`config.mk`:
```
export PLATFORM = sky130hd
export DESIGN_NAME = brf_regfile
export DESIGN_NICKNAME = d
export VERILOG_FILES = /design/src/brf_pkg.sv /design/src/brf_regfile.sv
export VERILOG_INCLUDE_DIRS = /design/src /design/src/src
export SDC_FILE = /design/constraint.sdc
export NUM_CORES = 2
export LEC_CHECK = 0
export BUFFER_PORTS_ARGS = -buffer_cell sky130_fd_sc_hd__buf_2
export CORE_ASPECT_RATIO = 0.75
export CORE_MARGIN = 2
export CORE_UTILIZATION = 63
export DETAILED_ROUTE_END_ITERATION = 8
export PLACE_DENSITY = 0.8
export SYNTH_ARGS = -nofsm -noshare
export SYNTH_HDL_FRONTEND = slang
export SYNTH_SLANG_ARGS = --single-unit
```
`constraint.sdc`:
```
create_clock -name clk_sys_in -period 5.4 [get_ports clk_sys_in]
set_input_delay 1.08 -clock clk_sys_in [delete_from_list [all_inputs] [get_ports clk_sys_in]]
set_output_delay 1.08 -clock clk_sys_in [all_outputs]
set_load 0.02 [all_outputs]
```
`src/brf_params.svh`:
```
// constants for the banked register file and stack logic
`ifndef BRF_PARAMS_SVH
`define BRF_PARAMS_SVH
// ----------------------------------------
// register area and windows (low placement)
// ----------------------------------------
`define BRF_REG_AREA_LO   24'h00FE80
`define BRF_REG_AREA_HI   24'h00FEFF
`define BRF_BANK0_BASE    24'h00FEF0
`define BRF_SFR_BASE      24'h00FF00
`define BRF_HIGH_OFFSET   24'h0F0000
// ----------------------------------------
// axi register offsets
// ----------------------------------------
`define BRF_OFS_CTRL      8'h00
`define BRF_OFS_STACK     8'h04
`define BRF_OFS_PC        8'h08
`define BRF_OFS_STATUS    8'h0C
`define BRF_OFS_CMD       8'h10
`define BRF_OFS_RDATA     8'h14
`define BRF_OFS_EXT       8'h18
// ----------------------------------------
// field positions and reset values
// ----------------------------------------
`define BRF_PSW_SWAP_BIT  5
`define BRF_PSW_BANK_LSB  12
`define BRF_PSW_RESET     16'h0000
`define BRF_PSW_SAVE_MASK 16'hF0FF
`endif

```
`src/brf_pkg.sv`:
```
// types for the banked register file and stack logic
package brf_pkg;
  // command codes issued through the command register
  typedef enum logic [3:0] {
    BRF_CMD_NONE   = 4'h0,
    BRF_CMD_RD8    = 4'h1,
    BRF_CMD_WR8    = 4'h2,
    BRF_CMD_RD16   = 4'h3,
    BRF_CMD_WR16   = 4'h4,
    BRF_CMD_RD24   = 4'h5,
    BRF_CMD_BANK   = 4'h6,
    BRF_CMD_CTXSW  = 4'h7,
    BRF_CMD_POP1   = 4'h8,
    BRF_CMD_POP2   = 4'h9,
    BRF_CMD_POP3   = 4'hA,
    BRF_CMD_POPPSW = 4'hB,
    BRF_CMD_PUSH   = 4'hC,
    BRF_CMD_FUNC   = 4'hD
  } brf_cmd_e;
  // one-hot sequencer states
  typedef enum logic [3:0] {
    BRF_ST_IDLE = 4'b0001,
    BRF_ST_EXEC = 4'b0010,
    BRF_ST_CTX2 = 4'b0100,
    BRF_ST_LOCK = 4'b1000
  } brf_state_e;
  // axi-lite write request
  typedef struct packed {
    logic        awvalid;
    logic [7:0]  awaddr;
    logic        wvalid;
    logic [31:0] wdata;
    logic [3:0]  wstrb;
    logic        bready;
  } brf_axi_wreq_s;
  // axi-lite read request
  typedef struct packed {
    logic        arvalid;
    logic [7:0]  araddr;
    logic        rready;
  } brf_axi_rreq_s;
  // all state of the block except the ram and extension bytes
  typedef struct packed {
    brf_state_e  st;
    logic [15:0] program_status_word;
    logic [23:0] sp;
    logic [19:0] pc;
    logic        high_place;
    logic [31:0] cmd;
    logic [31:0] rdata;
    logic [31:0] ext;
    logic        aw_got;
    logic [7:0]  aw_addr;
    logic        w_got;
    logic [31:0] w_data;
    logic        bvalid;
    logic [1:0]  bresp;
    logic        rvalid;
    logic [31:0] rd_bus;
    logic [1:0]  rresp;
    logic        busy;
  } brf_state_s;
endpackage

```
`src/brf_regfile.sv`:
```
// banked register file, address map and stack pointer logic
// ----------------------------------------
// ----------------------------------------
//
// The register offsets and the AXI4-Lite interface to the registers are this design's own decisions.
`include "brf_params.svh"

module brf_regfile
  import brf_pkg::*;
(
  input  wire logic          clk_sys_in,    // 40 MHz system clock
  input  wire logic          rst_in,        // synchronous reset, high
  input  wire brf_axi_wreq_s axi_wreq_in,   // write address, data, bready
  input  wire brf_axi_rreq_s axi_rreq_in,   // read address, rready
  output logic               awready_out,   // write address taken
  output logic               wready_out,    // write data taken
  output logic               bvalid_out,    // write response valid
  output logic [1:0]         bresp_out,     // write response code
  output logic               arready_out,   // read address taken
  output logic               rvalid_out,    // read data valid
  output logic [31:0]        rdata_out,     // read data
  output logic [1:0]         rresp_out,     // read response code
  output logic               lockup_out     // special window deadlock
);

  // ----------------------------------------
  // storage
  // ----------------------------------------
  logic [7:0]  ram_q [0:127];     // 8 banks x 16 bytes of internal ram
  logic [7:0]  ext_q [0:31];      // extension bytes, bank x 4, outside ram
  brf_state_s  s_r;               // registered state
  brf_state_s  s_nxt;             // next state
  logic        ram_we;            // ram byte write strobe
  logic [6:0]  ram_wa;            // ram write address
  logic [7:0]  ram_wd;            // ram write data
  logic        ram_we2;           // second byte of a pair write
  logic [7:0]  ram_wd2;           // high byte data
  logic        ext_we;            // extension write strobe
  logic [4:0]  ext_wa;            // extension write address
  logic [7:0]  ext_wd;            // extension write data

  // ----------------------------------------
  // helper functions
  // ----------------------------------------
  // ram index of byte n in bank b; bank 0 at top of area
  function automatic logic [6:0] ram_idx(input logic [2:0] b, input logic [3:0] n);
    ram_idx = {~b, n};
  endfunction

  // absolute byte index for a function name code under the swap bit
  // codes: 0 x, 1 a, 2 c, 3 b; others pass through unchanged
  function automatic logic [3:0] func_map(input logic [3:0] code, input logic swap);
    if (code < 4'h4 && swap) begin
      func_map = code + 4'h4;
    end else begin
      func_map = code;
    end
  endfunction

  // stack pop size from command
  function automatic logic [23:0] pop_step(input brf_cmd_e c);
    unique case (c)
      BRF_CMD_POP1:   pop_step = 24'h000001;
      BRF_CMD_POP3:   pop_step = 24'h000003;
      default:        pop_step = 24'h000002;
    endcase
  endfunction

  // ----------------------------------------
  // address decode of a cpu data address
  // ----------------------------------------
  logic [23:0] plc_ofs;       // placement offset
  logic [23:0] cmd_addr;      // address given in ext register
  logic        hit_regarea;   // address in register alias
  logic        hit_sfr;       // address in special window
  logic [6:0]  alias_idx;     // ram index of alias
  always_comb begin
    plc_ofs     = s_r.high_place ? `BRF_HIGH_OFFSET : 24'h000000;
    cmd_addr    = s_r.ext[23:0];
    hit_regarea = (cmd_addr >= (`BRF_REG_AREA_LO + plc_ofs)) &&
                  (cmd_addr <= (`BRF_REG_AREA_HI + plc_ofs));
    hit_sfr     = (cmd_addr[23:8] == 16'((`BRF_SFR_BASE + plc_ofs) >> 8));
    alias_idx   = cmd_addr[6:0];
  end

  // ----------------------------------------
  // command field extraction
  // ----------------------------------------
  brf_cmd_e    cmd_op;     // opcode
  logic [3:0]  cmd_reg;    // register number or function code
  logic        cmd_fn;     // treat number as function name
  logic [15:0] cmd_wd;     // write data
  logic [2:0]  bank;       // active bank
  logic [3:0]  reg_n;      // resolved byte index
  logic [3:0]  pair_lo;    // even byte index of pair
  logic [6:0]  ra_lo;      // ram index low byte
  logic [6:0]  ra_hi;      // ram index high byte
  always_comb begin
    cmd_op  = brf_cmd_e'(s_r.cmd[3:0]);
    cmd_reg = s_r.cmd[7:4];
    cmd_fn  = s_r.cmd[8];
    cmd_wd  = s_r.cmd[31:16];
    bank    = s_r.program_status_word[`BRF_PSW_BANK_LSB +: 3];
    reg_n   = cmd_fn ? func_map(cmd_reg, s_r.program_status_word[`BRF_PSW_SWAP_BIT]) : cmd_reg;
    pair_lo = {reg_n[2:0], 1'b0}; // pair k at offset 2k
    ra_lo   = ram_idx(bank, pair_lo);
    ra_hi   = ram_idx(bank, pair_lo + 4'h1);
  end

  // ----------------------------------------
  // axi-lite handshake outputs
  // ----------------------------------------
  always_comb begin
    awready_out = !s_r.aw_got && !s_r.bvalid;
    wready_out  = !s_r.w_got && !s_r.bvalid;
    arready_out = !s_r.rvalid;
    bvalid_out  = s_r.bvalid;
    bresp_out   = s_r.bresp;
    rvalid_out  = s_r.rvalid;
    rdata_out   = s_r.rd_bus;
    rresp_out   = s_r.rresp;
    lockup_out  = (s_r.st == BRF_ST_LOCK);
  end

  // ----------------------------------------
  // next-state logic
  // ----------------------------------------
  logic [7:0]  aw_a;   // effective write address
  logic [31:0] w_d;    // effective write data
  logic        do_wr;  // both halves present
  always_comb begin
    s_nxt   = s_r;
    ram_we  = 1'b0;
    ram_we2 = 1'b0;
    ram_wa  = ra_lo;
    ram_wd  = cmd_wd[7:0];
    ram_wd2 = cmd_wd[15:8];
    ext_we  = 1'b0;
    ext_wa  = {bank, reg_n[1:0]};
    ext_wd  = cmd_wd[7:0];
    // capture write channels in either order
    if (axi_wreq_in.awvalid && awready_out) begin
      s_nxt.aw_got  = 1'b1;
      s_nxt.aw_addr = axi_wreq_in.awaddr;
    end
    if (axi_wreq_in.wvalid && wready_out) begin
      s_nxt.w_got  = 1'b1;
      s_nxt.w_data = axi_wreq_in.wdata;
    end
    aw_a  = s_r.aw_got ? s_r.aw_addr : axi_wreq_in.awaddr;
    w_d   = s_r.w_got ? s_r.w_data : axi_wreq_in.wdata;
    do_wr = s_nxt.aw_got && s_nxt.w_got && !s_r.bvalid;
    // write completion
    if (do_wr) begin
      s_nxt.aw_got = 1'b0;
      s_nxt.w_got  = 1'b0;
      s_nxt.bvalid = 1'b1;
      s_nxt.bresp  = 2'b00;
      unique case (aw_a)
        `BRF_OFS_CTRL:  s_nxt.high_place = w_d[0];
        `BRF_OFS_STACK: s_nxt.sp = w_d[23:0];
        `BRF_OFS_PC:    s_nxt.pc = w_d[19:0];
        `BRF_OFS_STATUS: s_nxt.program_status_word = w_d[15:0];
        `BRF_OFS_EXT:   s_nxt.ext = w_d;
        `BRF_OFS_CMD: begin
          if (s_r.st == BRF_ST_IDLE) begin
            s_nxt.cmd  = w_d;
            s_nxt.busy = 1'b1;
            s_nxt.st   = BRF_ST_EXEC;
          end else begin
            s_nxt.bresp = 2'b10; // busy or locked
          end
        end
        default: s_nxt.bresp = 2'b10; // unmapped offset
      endcase
    end
    if (s_r.bvalid && axi_wreq_in.bready) begin
      s_nxt.bvalid = 1'b0;
    end
    // read channel
    if (axi_rreq_in.arvalid && arready_out) begin
      s_nxt.rvalid = 1'b1;
      s_nxt.rresp  = 2'b00;
      unique case (axi_rreq_in.araddr)
        `BRF_OFS_CTRL:   s_nxt.rd_bus = {31'h00000000, s_r.high_place};
        `BRF_OFS_STACK:  s_nxt.rd_bus = {8'h00, s_r.sp};
        `BRF_OFS_PC:     s_nxt.rd_bus = {12'h000, s_r.pc};
        `BRF_OFS_STATUS: s_nxt.rd_bus = {16'h0000, s_r.program_status_word}; // bank flags visible
        `BRF_OFS_CMD:    s_nxt.rd_bus = {26'h0000000, lockup_out, s_r.busy, s_r.cmd[3:0]};
        `BRF_OFS_RDATA:  s_nxt.rd_bus = s_r.rdata;
        `BRF_OFS_EXT:    s_nxt.rd_bus = s_r.ext;
        default: begin
          s_nxt.rd_bus = 32'h00000000;
          s_nxt.rresp  = 2'b10;
        end
      endcase
    end else if (s_r.rvalid && axi_rreq_in.rready) begin
      s_nxt.rvalid = 1'b0;
    end
    // command sequencer
    unique case (s_r.st)
      BRF_ST_IDLE: ;
      BRF_ST_LOCK: ; // held until reset
      BRF_ST_EXEC: begin
        s_nxt.st   = BRF_ST_IDLE;
        s_nxt.busy = 1'b0;
        unique case (cmd_op)
          BRF_CMD_RD8, BRF_CMD_FUNC: begin
            s_nxt.rdata = {24'h000000, ram_q[ram_idx(bank, reg_n)]};
          end
          BRF_CMD_WR8: begin
            ram_we = 1'b1;
            ram_wa = ram_idx(bank, reg_n);
          end
          BRF_CMD_RD16: begin
            // low address is low byte quad = primary with pair 6
            s_nxt.rdata = {ram_q[ram_idx(bank, 4'hD)], ram_q[ram_idx(bank, 4'hC)],
                           ram_q[ra_hi], ram_q[ra_lo]};
          end
          BRF_CMD_WR16: begin
            ram_we  = 1'b1;
            ram_we2 = 1'b1;
          end
          BRF_CMD_RD24: begin
            // pointers 4..7: pair k plus its extension byte
            s_nxt.rdata = {8'h00, ext_q[{bank, reg_n[1:0]}], ram_q[ra_hi], ram_q[ra_lo]};
          end
          BRF_CMD_BANK: begin
            s_nxt.program_status_word[`BRF_PSW_BANK_LSB +: 3] = cmd_reg[2:0];
            if (cmd_fn) begin
              ext_we = 1'b1; // extension write when flagged
            end
          end
          BRF_CMD_CTXSW: begin
            s_nxt.program_status_word[`BRF_PSW_BANK_LSB +: 3] = cmd_reg[2:0];
            s_nxt.st   = BRF_ST_CTX2;
            s_nxt.busy = 1'b1;
          end
          BRF_CMD_POP1, BRF_CMD_POP2, BRF_CMD_POP3: begin
            s_nxt.sp = s_r.sp + pop_step(cmd_op); // post-increment
          end
          BRF_CMD_POPPSW: begin
            // unsaved nibble of the high byte kept
            s_nxt.program_status_word = (cmd_wd & `BRF_PSW_SAVE_MASK) | (s_r.program_status_word & ~`BRF_PSW_SAVE_MASK);
            s_nxt.sp  = s_r.sp + 24'h000002;
          end
          BRF_CMD_PUSH: begin
            s_nxt.sp = s_r.sp - {22'h000000, s_r.cmd[5:4]}; // pre-decrement
          end
          default: ;
        endcase
        // any special window access locks; a register area access reads the alias byte
        if (s_r.cmd[9] && hit_sfr) begin
          s_nxt.st = BRF_ST_LOCK;
        end else if (s_r.cmd[9] && hit_regarea) begin
          s_nxt.rdata = {24'h000000, ram_q[alias_idx]};
        end
      end
      BRF_ST_CTX2: begin
        // save pc low into pair two of the new bank
        s_nxt.st   = BRF_ST_IDLE;
        s_nxt.busy = 1'b0;
        ram_we  = 1'b1;
        ram_we2 = 1'b1;
        ram_wa  = ram_idx(bank, 4'h4);
        ram_wd  = s_r.pc[7:0];
        ram_wd2 = s_r.pc[15:8];
      end
      default: s_nxt.st = BRF_ST_IDLE;
    endcase
  end

  // pair three data for the context save; taken in the execute cycle, while the
  // status still holds the interrupted bank, and written into the new bank
  logic [15:0] ctx_hi;   // pc high nibble with masked status
  logic        ctx_we;   // pair three save strobe
  logic [2:0]  ctx_bank; // bank being switched to
  always_comb begin
    ctx_hi   = (s_r.program_status_word & `BRF_PSW_SAVE_MASK) | {4'h0, s_r.pc[19:16], 8'h00};
    ctx_we   = (s_r.st == BRF_ST_EXEC) && (cmd_op == BRF_CMD_CTXSW);
    ctx_bank = cmd_reg[2:0];
  end

  // ----------------------------------------
  // state register
  // ----------------------------------------
  always_ff @(posedge clk_sys_in) begin
    if (rst_in) begin
      s_r        <= '0;
      s_r.st     <= BRF_ST_IDLE;
      s_r.program_status_word    <= `BRF_PSW_RESET; // bank 0
    end else begin
      s_r <= s_nxt;
    end
  end

  // ----------------------------------------
  // ram and extension writes
  // ----------------------------------------
  always_ff @(posedge clk_sys_in) begin
    if (ram_we) begin
      ram_q[ram_wa] <= ram_wd;
    end
    if (ram_we2) begin
      ram_q[ram_wa + 7'h01] <= ram_wd2; // high byte above low
    end
    if (ctx_we) begin
      ram_q[ram_idx(ctx_bank, 4'h6)] <= ctx_hi[7:0];
      ram_q[ram_idx(ctx_bank, 4'h7)] <= ctx_hi[15:8];
    end
    if (ext_we) begin
      ext_q[ext_wa] <= ext_wd;
    end
  end

endmodule

```
# Word level (Yosys, flattened, before mapping)
# Memories as Yosys holds them, arrays and structs flattened. A register that Yosys moved wholly into a read port is not among the register bits.
# Index checks and enable logic that the tools add are counted.
dict set report classes {
  addsub 9
  magnitude_cmp 3
  eq_ne 32
  mux 68
  bitwise 4
  n_reduce_logical 41
}
# op count
set op_table {}
lappend op_table {{$pmux 32 s7} 1}
lappend op_table {{$mux 32} 5}
lappend op_table {{$mux 97} 1}
lappend op_table {{$pmux 32 s3} 1}
lappend op_table {{$mux 24} 3}
lappend op_table {{$pmux 24 s3} 1}
lappend op_table {{$add 16x20->21 const A} 3}
lappend op_table {{$eq 8x5->1 const B} 5}
lappend op_table {{$mux 20} 2}
lappend op_table {{$mux 40} 1}
lappend op_table {{$mux 8} 5}
lappend op_table {{$mux 33} 1}
lappend op_table {{$eq 8x4->1 const B} 4}
lappend op_table {{$or 16x12->16} 2}
lappend op_table {{$eq 4x4->1 const B} 7}
lappend op_table {{$mux 7} 4}
lappend op_table {{$add 24x2->24 const B} 1}
lappend op_table {{$add 24x24->24} 1}
lappend op_table {{$ge 24x21->1} 1}
lappend op_table {{$le 24x21->1} 1}
lappend op_table {{$mux 4} 6}
lappend op_table {{$sub 24x2->24} 1}
lappend op_table {{$mux 1} 23}
lappend op_table {{$eq 4x3->1 const B} 5}
lappend op_table {{other kinds (31)} 72}
dict set report word_totals {
  regBits 242
  ramBits 1280
  inputBits 59
  out_inout_bits 42
  wordCells 177
  mem_count 2
}
# name depth word_bits rd rd_ports_with_merged_regs write_ports line
set mem_list {}
lappend mem_list {ram_q 128 8 6 1 2 brf_regfile.sv:29} ;# logic [7:0] ram_q [0:127];
lappend mem_list {ext_q 32 8 1 0 1 brf_regfile.sv:30} ;# logic [7:0] ext_q [0:31];

# Logic depth before layout (Yosys ltp)
dict set report logic_depth {
  word_depth 9
  mapped_depth 21
  mapped_depth_nobuf 13
}

# Worst setup path after synthesis
# No wires, ideal clock.
dict set report synth_timing {
  path_type {reg-to-reg}
  from {register s_r (netlist bit cmd_reg[1])}
  to {register s_r[221] (netlist name)}
  setup_ns 0.132
  t_arrival_ns 4.539
  required_ns 5.268
  path_slack_ns 0.729
  path_stages_with_launch 20
  path_buffers 8
  period_less_slack_ns 4.671
  path_cell_list {dfxtp_1 -> buf_2 -> buf_4 -> buf_2 -> buf_2 -> buf_2 -> buf_4 -> buf_4 -> buf_4 -> o21a_1 -> nor2_1 -> ha_1 -> nor2b_1 -> o31a_1 -> o31a_1 -> o41ai_1 -> o21ai_0 -> o41ai_1 -> mux2i_1 -> a21oi_1}
}
dict set report synth_via {
  elab_chain_len 3
}
# item line
set synth_rtl {}
lappend synth_rtl {{start: declaration} brf_regfile.sv:31} ;# brf_state_s s_r;
lappend synth_rtl {{start signal: assignment} brf_regfile.sv:293} ;# s_r <= s_nxt;
lappend synth_rtl {{$sub 24x2->24} brf_regfile.sv:248} ;# s_nxt.sp = s_r.sp - {22'h000000, s_r.cmd[5:4]};
lappend synth_rtl {{$pmux 24 s3} brf_regfile.sv:207} ;# unique case (cmd_op)
lappend synth_rtl {{$mux 40} brf_regfile.sv:201} ;# unique case (s_r.st)
# Every way passes these cells.
# A chain may end at the register's enable or synchronous reset.

# Worst setup path in the final report
dict set report layout_timing {
  from {register s_r (netlist bit cmd_reg[3])}
  to {register s_r[126] (netlist name)}
}
dict set report layout_via {
  elab_chain_len 9
}
# item line
set layout_rtl {}
lappend layout_rtl {{$lt 4x3->1 (*)} brf_regfile.sv:53} ;# if (code < 4'h4 && swap) begin
lappend layout_rtl {{$logic_and 1x1->1 (*)} brf_regfile.sv:53}
lappend layout_rtl {{$mux 4 (*)} brf_regfile.sv:53}
lappend layout_rtl {{$mux 4 (*)} brf_regfile.sv:104} ;# reg_n = cmd_fn ? func_map(cmd_reg, s_r.program_status_word[`BRF_PSW_SWAP_BIT]) : cmd_reg;
lappend layout_rtl {{$add 4x1->4 (*)} brf_regfile.sv:107} ;# ra_hi = ram_idx(bank, pair_lo + 4'h1);
lappend layout_rtl {{$mem_v2 128x8 (*)} -}
lappend layout_rtl {{$pmux 32 s3 (*)} brf_regfile.sv:207}
lappend layout_rtl {{$mux 32} brf_regfile.sv:255} ;# end else if (s_r.cmd[9] && hit_regarea) begin
lappend layout_rtl {{$mux 32 (*)} brf_regfile.sv:253} ;# if (s_r.cmd[9] && hit_sfr) begin
# Every way passes the cells marked *; elsewhere a longest branch is shown, timed or not.

==> out/results.ini <==
[global_route]
grtUsageTotal_pct = 51.76
grt_pass1_vias = 63352
grt_first_pass_wirelength_um = 509400
gr-total-overflow = 0
grt_use_met2_pct = 68.83
grt_max_degree = 169
grt_use_met3_pct = 28.50
antenna_found_initial = 43
grt.busiest_layer = met2
grtUsageMet1_pct = 66.14

[clock_network]
cts_resized = 0
insertion_delay_ns = 0.87
cts_sinks = 1521
clock_path_buffers = 3
cts_tree = yes
clock-root-buffer = clkbuf_16
clk_pin_slew_ns = 0.07
cts_setup_buffers = 0
cts-hold-fix-buffers = 0
cts_buffers = 153
htreeDepth = 4

[yosys]
synth_area_um2 = 89080
synth_edf_count = 1280
synth-seq-cells = 1521
synthArstFlopShare_pct = 0
ys.warnings.count = 0
ys.flop_type = edfxtp_1
syn_avg_cell_area_um2 = 13.49
synthTopCellsByArea = edfxtp_1 (43%), mux4_2 (24%), mux2i_1 (6.5%), dfxtp_1 (5.4%), nor2_1 (2.7%)
synth.distinct_cells = 102
yosys.area.top_type = edfxtp_1
seq_area_frac_synth_pct = 48.57
synth_top_cell_area_share_pct = 43.15
postSynthCellCount = 6604

[route]
post_drt_wl_per_cell_um = 43.76
vias_per_cell = 8.057
dr_total_vias = 68884
finalWirelength_um = 374200
drc = 8
dr.first_iter.drc_count = 14589
dr.pass1.iters = 9
antenna_left = 0

[layout]
layout.nets = 6598
regMostFlops = ram_q
post-route-cell-area_um2 = 97400
largest_register_ffs = 1024
top_regs = ram_q x1024, ext_q x256, s_r x146
areaGrowthSynthToFinish_pct = 9.349
drive_above_1_share_pct = 27.84

[placed_design]
io_buffers = 94
gp_congestion = 1.103
place_hpwl_um = 260600
placed_cell_area_um2 = 92150

[sta]
grt_setup_unrepaired = false
hold_viol_final = 0
setup_tns_ns = 0
drv_slew = 3
slew_headroom_pct = -2.294
worst_slew_pin_slew_ns = 1.518
fin_skew_ns = 0.04126
fin_crit_sh_pct = 90.15
max_freq_ghz = 0.2054
setup_viol = 0
fin_crit_ns = 4.868

[power]
vdd_drop_max_mv = 0.3549
pwr_density_cell_nw_per_um2 = 249.4
pwr-share-clk_pct = 46.1
p_sw_mw = 5.478
power_frac_seq_pct = 51.9
p_leak_nw = 35.66
internal_power_mw = 18.81
p_comb_share_pct = 2.0
swShare_pct = 22.55

[floorplanning]
num_rows = 119
die_y_um = 329.6
initial_core_util_pct = 63.44
die_area_um2 = 144400
fp.dieW_um = 438.2
core-area_um2 = 140400
ios = 101

[worst_setup_path]
worstSetupStartpointType = flip-flop
critPathMaxFanout = 24
r2r_cells = 11
critPathKind = flip-flop to flip-flop
cp.arrival_ns = 5.63
crit_path_end_kind = flip-flop
required_ns = 6.16

[hold_path]
hold_depth = 2
holdCritPathClass = primary input to flip-flop

[job]
cap_violations = 1

[run_status]
violations = design-rule violations, max-capacitance violations, max-slew violations
status = finished with violations

power by group through the flow:
stage,clock network [mW],logic (mW),registers [mW]
2_1_floorplan,0,0.303,12.9
4_1_cts,11.1,0.476,12.6
3_3_place_gp,0,0.464,12.9
5_1_grt,11.5,0.514,12.6
6_report,11.2,0.496,12.6
3_5_place_dp,0,0.473,12.9
critical path: stages, from the launching register on:
cell and delay (ns):
dfxtp_1 0.44, inv_1 0.07, ha_1 0.19, and3_1 0.32, xnor2_2 0.65, buf_4 0.54
buf_4 0.53, mux4_2 0.39, mux2i_1 0.09, o21ai_0 0.96, nand4_1 0.34, a21oi_1 0.22
layout by cell type, fill, tap and decap left out, drive strengths merged, types with 24 or more instances in the layout:
master,synthesis,routed
and3,49,49
nor2,641,641
nand2,275,275
buf,340,469
dfxtp,241,241
o21bai,42,42
ha,30,30
a22oi,94,94
o21ai,138,138
a211oi,92,92
inv,466,475
and2,24,24
clkbuf,381,189
a21oi,362,362
o22ai,48,48
nand3,51,51
clkinv,2,64
mux2i,579,579
mux2,69,69
diode,0,38
edfxtp,1280,1280
nor3,55,55
o211ai,27,27
mux4,958,958
nand4,42,42
worst paths after layout:
| path | startpoint | end | slack [ns] |
|---|---|---|---|
| max | cmd_reg[3] | s_r[126] | 0.53 |
| min | axi_rreq_in[0] | rvalid_out | 0.40 |
| max reg2reg | cmd_reg[3] | s_r[126] | 0.53 |
| min reg2reg | s_r[73] | s_r[73] | 0.45 |
routing by layer:
| metal | up-vias | part of all wire (%) |
|---|---|---|
| li1 | 25516 | - |
| met1 | 34258 | 32 |
| met2 | 7509 | 40 |
| met3 | 1545 | 20 |
| met4 | 56 | 7.8 |
| met5 | - | 0.15 |
cells in the mapped netlist (23+ instances only):
cell      instances
a211oi_1         90
a21oi_1         361
a222oi_1         23
a22oi_1          93
and2_1           24
and3_1           49
buf_1            70
buf_2           186
buf_4            84
clkbuf_1        381
dfxtp_1         241
edfxtp_1       1280
ha_1             30
inv_1           459
mux2_2           67
mux2i_1         579
mux4_2          958
nand2_1         270
nand3_1          47
nand4_1          42
nor2_1          637
nor3_1           54
o211ai_1         26
o21ai_0         136
o21bai_1         42
o22ai_1          47
cell type report:
class	instances	area [um2]
multi-input combinational	3895	41060
clock buffer	189	4058
timing repair buffer	469	3680
inverter	468	1757
antenna	38	95.09
sequential	1521	43300
fill	9313	43000
clock inverter	95	1105
tap	1875	2346
metrics by stage:
stage | worst slack, ns | utilization [%] | hold WS (ns) | instances | total power [mW]
after global routing | 0.5058 | 69.31 | 0.4220 | 8514 | 24.62
after detailed placement | 0.7816 | 65.63 | 0.4461 | 8228 | 13.33
after global placement | 0.8450 | 65.63 | 0.4405 | 8228 | 13.32
final | 0.5317 | 69.37 | 0.4040 | 8550 | 24.29
after CTS | 0.7495 | 69.31 | 0.3850 | 8512 | 24.20
after floorplan | 0.7290 | - | 0.4313 | 6605 | 13.15
cells by family after synthesis:
| kind of cell | count (synthesis) | share of synthesized area, % |
|---|---|---|
| mux | 1606 | 31.60 |
| flops | 1521 | 48.57 |
| simple gates | 1235 | 6.204 |
| buf+inv | 1189 | 5.626 |
| compound gates | 994 | 7.269 |
| fa+ha+maj | 31 | 0.4439 |
| xor+xnor | 27 | 0.2866 |
| other cells | 1 | 0.004210 |
Power figures use the tool's default switching activity.
